===== src/pkg/cbm_pkg.sv =====
package cbm_pkg;
	// ==================================================
	// Register map
	localparam int unsigned CBM_NUM_REGS = 16;
	localparam int unsigned CBM_REG_STRIDE = 8;
	localparam logic [31:0] CBM_BASE_WINDOW = 32'h0000_0080;
	localparam logic [31:0] CBM_DIAG_WINDOW = 32'h0000_0100;
	localparam logic [7:0] CBM_OFF_BUS_MODE = 8'h00;
	localparam logic [7:0] CBM_OFF_TX_POLL = 8'h08;
	localparam logic [7:0] CBM_OFF_RX_POLL = 8'h10;
	localparam logic [7:0] CBM_OFF_RX_LIST = 8'h18;
	localparam logic [7:0] CBM_OFF_TX_LIST = 8'h20;
	localparam logic [7:0] CBM_OFF_STATUS = 8'h28;
	localparam logic [7:0] CBM_OFF_OP_MODE = 8'h30;
	localparam logic [7:0] CBM_OFF_INT_MASK = 8'h38;
	localparam logic [7:0] CBM_OFF_MISSED = 8'h40;
	localparam logic [7:0] CBM_OFF_ROM_CTRL = 8'h48;
	localparam logic [7:0] CBM_OFF_ROM_ADDR = 8'h50;
	localparam logic [7:0] CBM_OFF_TIMER = 8'h58;
	localparam logic [7:0] CBM_OFF_MA_STATUS = 8'h60;
	localparam logic [7:0] CBM_OFF_MA_CONN = 8'h68;
	localparam logic [7:0] CBM_OFF_MA_TXRX = 8'h70;
	localparam logic [7:0] CBM_OFF_MA_GEN = 8'h78;
	localparam logic [7:0] CBM_OFF_DIAG_POLL = 8'h80;
	localparam logic [7:0] CBM_OFF_DIAG_BURST = 8'h88;
	// ==================================================
	// Bus mode fields
	localparam int unsigned CBM_BM_DESC_ORDER_BIT = 20;
	localparam int unsigned CBM_BM_TAP_LSB = 17;
	localparam int unsigned CBM_BM_DIAG_BIT = 16;
	localparam int unsigned CBM_BM_CAL_LSB = 14;
	localparam int unsigned CBM_BM_BURST_LSB = 8;
	localparam int unsigned CBM_BM_BUF_ORDER_BIT = 7;
	localparam logic [31:0] CBM_BM_RESET = 32'hFFE0_0000;
	localparam logic [31:0] CBM_BM_WRITE_MASK = 32'h001F_FFFF;
	localparam logic [1:0] CBM_CAL_NONE = 2'h0;
	localparam logic [1:0] CBM_CAL_8 = 2'h1;
	localparam logic [1:0] CBM_CAL_16 = 2'h2;
	localparam logic [5:0] CBM_BOUND_8 = 6'h08;
	localparam logic [5:0] CBM_BOUND_16 = 6'h10;
	localparam logic [5:0] CBM_BOUND_32 = 6'h20;
	localparam logic [6:0] CBM_FIFO_MIN_LW = 7'h10;
	// ==================================================
	// Timing, clock period 100 ns
	localparam int unsigned CBM_CLK_NS = 100;
	localparam int unsigned CBM_TAP_200US_NS = 200000;
	localparam int unsigned CBM_TAP_800US_NS = 800000;
	localparam int unsigned CBM_TAP_1600US_NS = 1600000;
	localparam int unsigned CBM_TAP_12US8_NS = 12800;
	localparam int unsigned CBM_TAP_25US6_NS = 25600;
	localparam int unsigned CBM_TAP_51US2_NS = 51200;
	localparam int unsigned CBM_TAP_102US4_NS = 102400;
	localparam int unsigned CBM_TAP_200US_CYC = CBM_TAP_200US_NS / CBM_CLK_NS;
	localparam int unsigned CBM_TAP_800US_CYC = CBM_TAP_800US_NS / CBM_CLK_NS;
	localparam int unsigned CBM_TAP_1600US_CYC = CBM_TAP_1600US_NS / CBM_CLK_NS;
	localparam int unsigned CBM_TAP_12US8_CYC = CBM_TAP_12US8_NS / CBM_CLK_NS;
	localparam int unsigned CBM_TAP_25US6_CYC = CBM_TAP_25US6_NS / CBM_CLK_NS;
	localparam int unsigned CBM_TAP_51US2_CYC = CBM_TAP_51US2_NS / CBM_CLK_NS;
	localparam int unsigned CBM_TAP_102US4_CYC = CBM_TAP_102US4_NS / CBM_CLK_NS;
	localparam logic [4:0] CBM_HOST_TIMEOUT = 5'h10;
endpackage : cbm_pkg


===== src/pkg/cbm_link_if.sv =====
`timescale 1ns/10ps
interface cbm_link_if;
	logic cyc;
	logic phase;
	logic io_sel;
	logic [31:0] addr;
	logic wr;
	logic [3:0] be_n;
	logic [31:0] wdata;
	logic ack;
	logic retry;
	logic [31:0] rdata;
	modport dev (input cyc, phase, io_sel, addr, wr, be_n, wdata, output ack, retry, rdata);
	modport host (output cyc, phase, io_sel, addr, wr, be_n, wdata, input ack, retry, rdata);
endinterface : cbm_link_if


===== src/rtl/cbm_csr_device.sv =====
`timescale 1ns/10ps
// Notes on behaviour
// - Sixteen longword registers, eight-byte stride
// - Decode both I/O and memory space
// - Host uses only full longword accesses
// - Host writes reserved zero; reads arbitrary
// - Second I/O burst phase gets retry
// - Bit 20 sets descriptor byte order
// - Auto-poll transmit while suspended, nonzero field
// - Poll code selects interval; zero disables
// - Bit 16 widens window for diagnostics
// - Bursts stop at alignment boundary
// - Alignment codes give 8/16/32 longwords
// - Host programs alignment nonzero at start
// - Burst length zero: FIFO limited, 16
// - Burst length resets zero; legal values
// - Bit 7 reverses data buffer bytes
// - Host writes bus mode only when stopped
module cbm_csr_device #(
	parameter int unsigned TAP_200US_CYC = cbm_pkg::CBM_TAP_200US_CYC,
	parameter int unsigned TAP_800US_CYC = cbm_pkg::CBM_TAP_800US_CYC,
	parameter int unsigned TAP_1600US_CYC = cbm_pkg::CBM_TAP_1600US_CYC
) (
	input wire logic clk, // Bus clock
	input wire logic arst_n, // Async reset
	cbm_link_if.dev link, // Register access link
	input wire logic [31:0] io_base_address, // I/O space base
	input wire logic [31:0] memory_base_address, // Memory space base
	input wire logic tx_suspended, // Transmit idle, no buffer
	input wire logic [31:0] status_in, // Status register image
	input wire logic [31:0] missed_frames_in, // Missed frame counter image
	input wire logic [31:0] dma_addr, // Next DMA byte address
	input wire logic [6:0] fifo_lw, // FIFO longwords ready
	input wire logic [31:0] buf_data_in, // Buffer longword in
	input wire logic [31:0] desc_data_in, // Descriptor longword in
	output logic [31:0] bus_mode, // Bus mode register
	output logic [31:0] operation_mode, // Operation mode register
	output logic tx_poll_demand, // Transmit poll pulse
	output logic rx_poll_demand, // Receive poll pulse
	output logic [6:0] burst_len, // Longwords in next burst
	output logic burst_ok, // Bus request may be made
	output logic [31:0] buf_data_out, // Buffer longword ordered
	output logic [31:0] desc_data_out // Descriptor longword ordered
);
	import cbm_pkg::*;

	generate
		if (TAP_200US_CYC < 1 || TAP_200US_CYC > 65535 || TAP_800US_CYC < 1 || TAP_800US_CYC > 65535 ||
			TAP_1600US_CYC < 1 || TAP_1600US_CYC > 65535) begin : g_bad_tap
			$error("Poll interval counts must lie in 1..65535");
		end
	endgenerate

	function automatic logic [31:0] cbm_swap(input logic [31:0] d);
		return {d[7:0], d[15:8], d[23:16], d[31:24]};
	endfunction : cbm_swap

	// ==================================================
	// Access link
	logic ack_r, ack_nxt;
	logic retry_r, retry_nxt;
	logic [31:0] rdata_r, rdata_nxt;
	logic first_done_r, first_done_nxt;
	logic [31:0] bm_r, bm_nxt;
	logic [31:0] regs_r [CBM_NUM_REGS];
	logic [31:0] regs_nxt [CBM_NUM_REGS];
	logic txp_host, rxp_host;
	logic [31:0] io_off, mem_off, off32, window;
	logic [7:0] off;
	logic hit, req;
	logic [15:0] poll_cnt_r, poll_cnt_nxt;

	always_comb begin
		io_off = link.addr - io_base_address;
		mem_off = link.addr - memory_base_address;
		window = bm_r[CBM_BM_DIAG_BIT] ? CBM_DIAG_WINDOW : CBM_BASE_WINDOW;
		off32 = link.io_sel ? io_off : mem_off;
		hit = off32 < window;
		off = off32[7:0];
		req = link.phase && hit && !ack_r && !retry_r;
		ack_nxt = 1'b0;
		retry_nxt = 1'b0;
		rdata_nxt = rdata_r;
		first_done_nxt = link.cyc ? first_done_r : 1'b0;
		bm_nxt = bm_r;
		regs_nxt = regs_r;
		txp_host = 1'b0;
		rxp_host = 1'b0;
		if (req && link.io_sel && first_done_r) begin
			retry_nxt = 1'b1;
		end else if (req) begin
			ack_nxt = 1'b1;
			first_done_nxt = 1'b1;
			// Reserved bits of bus mode read back their reset ones
			if (off == CBM_OFF_BUS_MODE) begin
				rdata_nxt = bm_r;
			end else if (off == CBM_OFF_STATUS) begin
				rdata_nxt = status_in;
			end else if (off == CBM_OFF_MISSED) begin
				rdata_nxt = missed_frames_in;
			end else if (off == CBM_OFF_TX_POLL || off == CBM_OFF_RX_POLL) begin
				rdata_nxt = 32'h0000_0000;
			end else if (off < CBM_BASE_WINDOW[7:0]) begin
				rdata_nxt = regs_r[off[6:3]];
			end else if (off == CBM_OFF_DIAG_POLL) begin
				rdata_nxt = {16'h0000, poll_cnt_r};
			end else if (off == CBM_OFF_DIAG_BURST) begin
				rdata_nxt = {24'h00_0000, burst_ok, burst_len};
			end else begin
				rdata_nxt = 32'h0000_0000;
			end
			// Partial or misaligned writes are dropped
			if (link.wr && link.be_n == 4'h0 && off[2:0] == 3'h0 && off < CBM_BASE_WINDOW[7:0]) begin
				if (off == CBM_OFF_BUS_MODE) begin
					bm_nxt = (link.wdata & CBM_BM_WRITE_MASK) | (CBM_BM_RESET & ~CBM_BM_WRITE_MASK);
				end else if (off == CBM_OFF_TX_POLL) begin
					txp_host = 1'b1;
				end else if (off == CBM_OFF_RX_POLL) begin
					rxp_host = 1'b1;
				end else if (off != CBM_OFF_STATUS && off != CBM_OFF_MISSED) begin
					regs_nxt[off[6:3]] = link.wdata;
				end
			end
		end
	end

	always_ff @(posedge clk or negedge arst_n) begin
		if (!arst_n) begin
			ack_r <= 1'b0;
			retry_r <= 1'b0;
			rdata_r <= 32'h0000_0000;
			first_done_r <= 1'b0;
			bm_r <= CBM_BM_RESET;
			for (int i = 0; i < CBM_NUM_REGS; i++) begin
				regs_r[i] <= 32'h0000_0000;
			end
		end else begin
			ack_r <= ack_nxt;
			retry_r <= retry_nxt;
			rdata_r <= rdata_nxt;
			first_done_r <= first_done_nxt;
			bm_r <= bm_nxt;
			regs_r <= regs_nxt;
		end
	end

	assign link.ack = ack_r;
	assign link.retry = retry_r;
	assign link.rdata = rdata_r;
	assign bus_mode = bm_r;
	assign operation_mode = regs_r[CBM_OFF_OP_MODE[6:3]];

	// ==================================================
	// Transmit auto-poll
	logic [2:0] tap;
	logic [15:0] poll_limit;
	logic tx_poll_r, tx_poll_nxt, rx_poll_r, rx_poll_nxt;

	always_comb begin
		tap = bm_r[CBM_BM_TAP_LSB +: 3];
		case (tap)
			3'h1: poll_limit = 16'(TAP_200US_CYC);
			3'h2: poll_limit = 16'(TAP_800US_CYC);
			3'h3: poll_limit = 16'(TAP_1600US_CYC);
			3'h4: poll_limit = 16'(CBM_TAP_12US8_CYC);
			3'h5: poll_limit = 16'(CBM_TAP_25US6_CYC);
			3'h6: poll_limit = 16'(CBM_TAP_51US2_CYC);
			3'h7: poll_limit = 16'(CBM_TAP_102US4_CYC);
			default: poll_limit = 16'h0000;
		endcase
		poll_cnt_nxt = 16'h0000;
		tx_poll_nxt = txp_host;
		rx_poll_nxt = rxp_host;
		// Count restarts whenever the transmitter leaves suspension
		if (tap != 3'h0 && tx_suspended) begin
			if (poll_cnt_r >= poll_limit - 16'h0001) begin
				tx_poll_nxt = 1'b1;
			end else begin
				poll_cnt_nxt = poll_cnt_r + 16'h0001;
			end
		end
	end

	always_ff @(posedge clk or negedge arst_n) begin
		if (!arst_n) begin
			poll_cnt_r <= 16'h0000;
			tx_poll_r <= 1'b0;
			rx_poll_r <= 1'b0;
		end else begin
			poll_cnt_r <= poll_cnt_nxt;
			tx_poll_r <= tx_poll_nxt;
			rx_poll_r <= rx_poll_nxt;
		end
	end

	assign tx_poll_demand = tx_poll_r;
	assign rx_poll_demand = rx_poll_r;

	// ==================================================
	// DMA burst sizing and byte order
	logic [1:0] cal;
	logic [5:0] burst_lw, bound, to_bound, lw_mod;
	logic [6:0] len_nxt, len_r, limit;
	logic ok_nxt, ok_r;
	logic [31:0] buf_nxt, buf_r, desc_nxt, desc_r;

	always_comb begin
		cal = bm_r[CBM_BM_CAL_LSB +: 2];
		burst_lw = bm_r[CBM_BM_BURST_LSB +: 6];
		// Code 00 is illegal; treated as the smallest boundary
		if (cal == CBM_CAL_NONE || cal == CBM_CAL_8) begin
			bound = CBM_BOUND_8;
		end else if (cal == CBM_CAL_16) begin
			bound = CBM_BOUND_16;
		end else begin
			bound = CBM_BOUND_32;
		end
		lw_mod = dma_addr[7:2] & (bound - 6'h01);
		to_bound = bound - lw_mod;
		limit = (burst_lw != 6'h00) ? {1'b0, burst_lw} : fifo_lw;
		len_nxt = (limit < {1'b0, to_bound}) ? limit : {1'b0, to_bound};
		ok_nxt = (burst_lw == 6'h00) ? (fifo_lw >= CBM_FIFO_MIN_LW) : (fifo_lw != 7'h00);
		buf_nxt = bm_r[CBM_BM_BUF_ORDER_BIT] ? cbm_swap(buf_data_in) : buf_data_in;
		desc_nxt = bm_r[CBM_BM_DESC_ORDER_BIT] ? cbm_swap(desc_data_in) : desc_data_in;
	end

	always_ff @(posedge clk or negedge arst_n) begin
		if (!arst_n) begin
			len_r <= 7'h00;
			ok_r <= 1'b0;
			buf_r <= 32'h0000_0000;
			desc_r <= 32'h0000_0000;
		end else begin
			len_r <= len_nxt;
			ok_r <= ok_nxt;
			buf_r <= buf_nxt;
			desc_r <= desc_nxt;
		end
	end

	assign burst_len = len_r;
	assign burst_ok = ok_r;
	assign buf_data_out = buf_r;
	assign desc_data_out = desc_r;
endmodule : cbm_csr_device


===== src/flat_wrapper.sv =====
// flat-port wrapper written by rule: the top's interface ports become plain ports
module cbm_csr_device_flat import cbm_pkg::*;
#(
	parameter int unsigned TAP_200US_CYC = cbm_pkg::CBM_TAP_200US_CYC,
	parameter int unsigned TAP_800US_CYC = cbm_pkg::CBM_TAP_800US_CYC,
	parameter int unsigned TAP_1600US_CYC = cbm_pkg::CBM_TAP_1600US_CYC
)
  (clk, arst_n, io_base_address, memory_base_address, tx_suspended, status_in, missed_frames_in, dma_addr, fifo_lw, buf_data_in, desc_data_in, bus_mode, operation_mode, tx_poll_demand, rx_poll_demand, burst_len, burst_ok, buf_data_out, desc_data_out, link_cyc, link_phase, link_io_sel, link_addr, link_wr, link_be_n, link_wdata, link_ack, link_retry, link_rdata);
  cbm_link_if link_i ();
  input wire logic clk;
  input wire logic arst_n;
  input wire logic [31:0] io_base_address;
  input wire logic [31:0] memory_base_address;
  input wire logic tx_suspended;
  input wire logic [31:0] status_in;
  input wire logic [31:0] missed_frames_in;
  input wire logic [31:0] dma_addr;
  input wire logic [6:0] fifo_lw;
  input wire logic [31:0] buf_data_in;
  input wire logic [31:0] desc_data_in;
  output logic [31:0] bus_mode;
  output logic [31:0] operation_mode;
  output logic tx_poll_demand;
  output logic rx_poll_demand;
  output logic [6:0] burst_len;
  output logic burst_ok;
  output logic [31:0] buf_data_out;
  output logic [31:0] desc_data_out;
  input wire logic [$bits(link_i.cyc)-1:0] link_cyc;
  input wire logic [$bits(link_i.phase)-1:0] link_phase;
  input wire logic [$bits(link_i.io_sel)-1:0] link_io_sel;
  input wire logic [$bits(link_i.addr)-1:0] link_addr;
  input wire logic [$bits(link_i.wr)-1:0] link_wr;
  input wire logic [$bits(link_i.be_n)-1:0] link_be_n;
  input wire logic [$bits(link_i.wdata)-1:0] link_wdata;
  output wire logic [$bits(link_i.ack)-1:0] link_ack;
  output wire logic [$bits(link_i.retry)-1:0] link_retry;
  output wire logic [$bits(link_i.rdata)-1:0] link_rdata;
  assign link_i.cyc = link_cyc;
  assign link_i.phase = link_phase;
  assign link_i.io_sel = link_io_sel;
  assign link_i.addr = link_addr;
  assign link_i.wr = link_wr;
  assign link_i.be_n = link_be_n;
  assign link_i.wdata = link_wdata;
  assign link_ack = link_i.ack;
  assign link_retry = link_i.retry;
  assign link_rdata = link_i.rdata;
  cbm_csr_device #(.TAP_200US_CYC(TAP_200US_CYC), .TAP_800US_CYC(TAP_800US_CYC), .TAP_1600US_CYC(TAP_1600US_CYC)) u_core (.clk(clk), .arst_n(arst_n), .link(link_i), .io_base_address(io_base_address), .memory_base_address(memory_base_address), .tx_suspended(tx_suspended), .status_in(status_in), .missed_frames_in(missed_frames_in), .dma_addr(dma_addr), .fifo_lw(fifo_lw), .buf_data_in(buf_data_in), .desc_data_in(desc_data_in), .bus_mode(bus_mode), .operation_mode(operation_mode), .tx_poll_demand(tx_poll_demand), .rx_poll_demand(rx_poll_demand), .burst_len(burst_len), .burst_ok(burst_ok), .buf_data_out(buf_data_out), .desc_data_out(desc_data_out));
endmodule

===== config.mk =====
export PLATFORM = sky130hd
export DESIGN_NAME = cbm_csr_device_flat
export DESIGN_NICKNAME = d
export VERILOG_FILES = /design/src/pkg/cbm_pkg.sv /design/src/pkg/cbm_link_if.sv /design/src/rtl/cbm_csr_device.sv /design/src/flat_wrapper.sv
export SDC_FILE = /design/constraint.sdc
export NUM_CORES = 1
export LEC_CHECK = 0
export ABC_CLOCK_PERIOD_IN_PS = 4600
export BUFFER_PORTS_ARGS = -buffer_cell sky130_fd_sc_hd__buf_4
export CORE_ASPECT_RATIO = 1.1
export CORE_MARGIN = 1.5
export CORE_UTILIZATION = 58
export CTS_CLUSTER_DIAMETER = 40
export DETAILED_ROUTE_END_ITERATION = 16
export PLACE_DENSITY_LB_ADDON = 0.3
export SETUP_SLACK_MARGIN = 0.4
export SLEW_MARGIN = 20
export SYNTH_ARGS = -nofsm -noshare
export SYNTH_HDL_FRONTEND = slang
export SYNTH_SLANG_ARGS = --single-unit

===== constraint.sdc =====
create_clock -name clk -period 4.6 [get_ports clk]
set_input_delay 0.23 -clock clk [delete_from_list [all_inputs] [get_ports clk]]
set_output_delay 0.23 -clock clk [all_outputs]
set_load 0.03 [all_outputs]

==> results.sh <==
export IMPL_status="completed"
export IMPL_cts_path_max_buffers=3
export IMPL_period_share_pct=99.0
export IMPL_gp_congestion=0.957
export IMPL_yosysSeqAreaShare_pct=51.5
export IMPL_hpwl_mm=62.9
export IMPL_fillers=3026
export IMPL_post_route_util_pct=78.2
export IMPL_synthArstFlopShare_pct=100
export IMPL_worst_path_max_delay_cell="or4b_4"
export IMPL_crit_arrival_ns=5.06
export IMPL_synth_warnings=0
export IMPL_htree_levels=3
export IMPL_r2r_start="u_core.bus_mode[11]"
export IMPL_fin_crit_ns=4.55
export IMPL_synth_main_ff_cell="dfrtp_1"
export IMPL_rsz0062_at_grt="yes"
export IMPL_crit_chain="buf_6 > mux2_4 > ha_4 > inv_2 > fa_2 > a211oi_2 > o21a_1 > o21ai_1 > xor2_1 > ha_2 > or4b_4 > o21ai_1 > nand4_1 > a2111oi_2 > nand4_1 > nor4bb_2 > nand4_2 > buf_12 > nor4_4 > buf_6 > bufbuf_16 > mux2_2"
export IMPL_wl_per_cell_um=28.1
export IMPL_drive_above_1_share_pct=47.2
export IMPL_critPathLaunchType="input port"
export IMPL_hold_class="input port to flop"
export IMPL_p_leak_nw=20.4
export IMPL_drt_iter0_markers=2079
export IMPL_grt_first_pass_wirelength_mm=155
export IMPL_end_kind="flop"
export IMPL_clkLatencyLatePin_ns=0.64
export IMPL_setup_viol=0
export IMPL_slew_headroom_pct=16.7
export IMPL_max_freq_ghz=0.220
export IMPL_synth_top_family_by_area="multiplexers"
export IMPL_cts_root_buf="clkbuf_16"
export IMPL_fp_dieArea_um2=56500
export IMPL_ys_ff_latch=658
export IMPL_maxSlewViolCount=0
export IMPL_detail_route_antenna_nets=0
export IMPL_place_ws_ns=-0.587
export IMPL_numCtsBuffers=82
export IMPL_dr_max_layer_used="met4"
export IMPL_synth_compound_area_share_pct=5.63
export IMPL_io_pins=478
export IMPL_die_y_um=249
export IMPL_grt_total_usage_pct=36.8
export IMPL_final_net_count=3312
export IMPL_critPathRequiredTime_ns=5.11
export IMPL_synth_fa_ha_area_share_pct=2.10
export IMPL_drv_cap=0
export IMPL_critical_path_max_fanout=13
export IMPL_fin_ws_ns=0.0478
export IMPL_cts_sinks=658
export IMPL_regArea_um2=16500
export IMPL_met1_length_mm=40.3
export IMPL_drt_vias_per_instance=6.22
export IMPL_area_growth_syn_to_layout_pct=33.6
export IMPL_crit_type="input port to flop"
export IMPL_synth_edff_count=0
export IMPL_startpoint="link_io_sel"
export IMPL_initial_core_util_pct=58.5
export IMPL_syn_area_per_cell_um2=13.2
export IMPL_layout_cells_non_filler=3757
export IMPL_p_per_area_nw_per_um2=355
export IMPL_routed_wl_mm=105
export IMPL_dr_total_vias=23400
export IMPL_grt_start_max_net_pins=133
export IMPL_clk_pin_slew_ns=0.07
export IMPL_dr_wl_met3_mm=8.61
export IMPL_core_area_um2=54600
export IMPL_synth_cell_type_count=75
export IMPL_finalHoldViolCount=0
export IMPL_synth_area_um2=32000
export IMPL_synth_xor_area_share_pct=1.04
export IMPL_die_x_um=227
export IMPL_critical_path_max_stage_delay_ns=0.50
export IMPL_worst_slew_pin_slew_ns=1.25
export IMPL_antenna_found_initial=3
export IMPL_skew_ns=0.0260
export IMPL_drc=0
export IMPL_firstDrtPassIters=6
export IMPL_rows=90
export IMPL_min_from="link_wdata[0]"
export IMPL_multi_input_area_um2=15000
export IMPL_met2_length_mm=51.0
export IMPL_synthMuxAreaShare_pct=28.3
export IMPL_grt_overflow_total=0
export IMPL_grt_pass1_vias=24900
export IMPL_io_buffers=439
export IMPL_synth_simple_area_share_pct=5.89
export IMPL_syn_instance_count=2414
export IMPL_ir_worst_vdd_v=0.000307
export IMPL_cts_tree="built"
export IMPL_dp_cells=3396
-- layer usage --
layer / vias to the layer above / track usage, %
met3: 331 / 7.83
met4: 0 / 17.6
met5: - / 0
li1: 9753 / -
met1: 12000 / 47.7
met2: 1306 / 59.2
-- power breakdown --
part,switching [W],internal [W]
logic,0.00156,0.00108
registers,0.0000164,0.00582
clock network,0.00283,0.00386
-- critical path: cells and delay by family --
family / cells / cell delay [ns]
compound gates: 5 / 1.00
buf+inv: 5 / 0.82
simple gates: 6 / 1.53
xor+xnor: 1 / 0.17
fa+ha+maj: 3 / 0.73
mux: 2 / 0.56
-- cell usage after synthesis (all sizes together), types with 9 or more instances --
master | count | area share [%]
a21o | 19 | 0.45
clkbuf | 244 | 2.9
mux4 | 144 | 10
nor2b | 9 | 0.18
mux2i | 55 | 1.7
mux2 | 467 | 16
a21oi | 59 | 0.97
xnor2 | 17 | 0.47
nand4 | 18 | 0.37
o211ai | 17 | 0.40
inv | 21 | 0.25
nor3 | 25 | 0.39
dfrtp | 658 | 52
ha | 52 | 2.0
o21a | 9 | 0.21
o21ai | 66 | 1.0
nand2 | 117 | 1.4
nor4 | 22 | 0.90
a22o | 21 | 0.58
buf | 113 | 2.3
xor2 | 21 | 0.58
nor2 | 70 | 0.82
nand3 | 35 | 0.55
-- flip-flops by register name, indices dropped and copies added, names as in the netlist, 7 cells and up --
register	count
u_core.bus_mode	21
u_core.buf_data_out	32
u_core.burst_len	7
u_core.desc_data_out	32
u_core.poll_cnt_r	16
u_core.operation_mode	32
u_core.link.rdata	32
u_core.regs_r	480
-- final cells by class --
type	count	area share (%)
flip-flops and latches	658	38.6
well taps	736	2.16
repair buffers	802	17.4
diodes	2	0.0117
clock buffers	99	5.24
clock inverters	51	1.33
multi-input cells	1388	35.1
inverters	21	0.185
-- cells by family after synthesis --
family | after synthesis
buffers and inverters | 378
multiplexers | 666
XOR/XNOR | 38
adder cells (fa/ha/maj) | 53
AND/OR/NAND/NOR | 354
AO/OA/AOI/OAI | 265
flip-flops | 658
other | 2
-- worst paths after layout --
check,endpoint,slack (ns),cells after the start
setup / recovery,u_core.regs_r[111],0.05,22
hold / removal,u_core.regs_r[192],0.03,2
setup reg to reg,u_core.burst_len[5],0.83,14
hold reg to reg,u_core.regs_r[433],0.37,0
max in group asynchronous,u_core.regs_r[453],2.98,3
min in group asynchronous,u_core.poll_cnt_r[14],0.27,2
-- metrics by stage --
step | hold WS (ns) | power [W] | instance area (um2) | setup TNS (ns)
finish | 0.0279 | 0.0152 | 42700 | 0
global route | 0.0384 | 0.0156 | 42700 | -4.08
CTS | 0.00234 | 0.0151 | 42500 | 0
detailed placement | 0.362 | 0.00839 | 37200 | -199.98
global placement | 0.360 | 0.00836 | 37200 | -173.31
floorplan | -0.0656 | 0.00734 | 33100 | -103.55
-- placed cells by master, fill, tap and decap left out, types with 35 or more instances in the layout --
| cell | Yosys | layout |
|---|---|---|
| ha_1 | 52 | 50 |
| buf_4 | 45 | 556 |
| o21ai_0 | 63 | 60 |
| nand3_1 | 35 | 35 |
| clkbuf_16 | 0 | 88 |
| nor2_1 | 70 | 70 |
| buf_12 | 0 | 47 |
| nand2_1 | 117 | 117 |
| dfrtp_1 | 658 | 658 |
| a21oi_1 | 57 | 57 |
| mux2_2 | 263 | 189 |
| mux2_4 | 0 | 265 |
| dlygate4sd3_1 | 0 | 163 |
| mux4_2 | 144 | 144 |
| mux2i_1 | 55 | 53 |
-- repair_timing --
| action | 4_1_cts | 5_1_grt |
|---|---|---|
| hold buffers | 163 | 0 |
| setup endpoints to repair | 407 | 409 |
| setup buffers | 21 | 6 |
| gates cloned | 16 | 3 |
| gates resized for setup | 72 | 23 |
| pin swaps | 11 | 3 |
| hold endpoints to repair | 548 | 0 |
No activity file was read; power rests on OpenSTA's default activity.
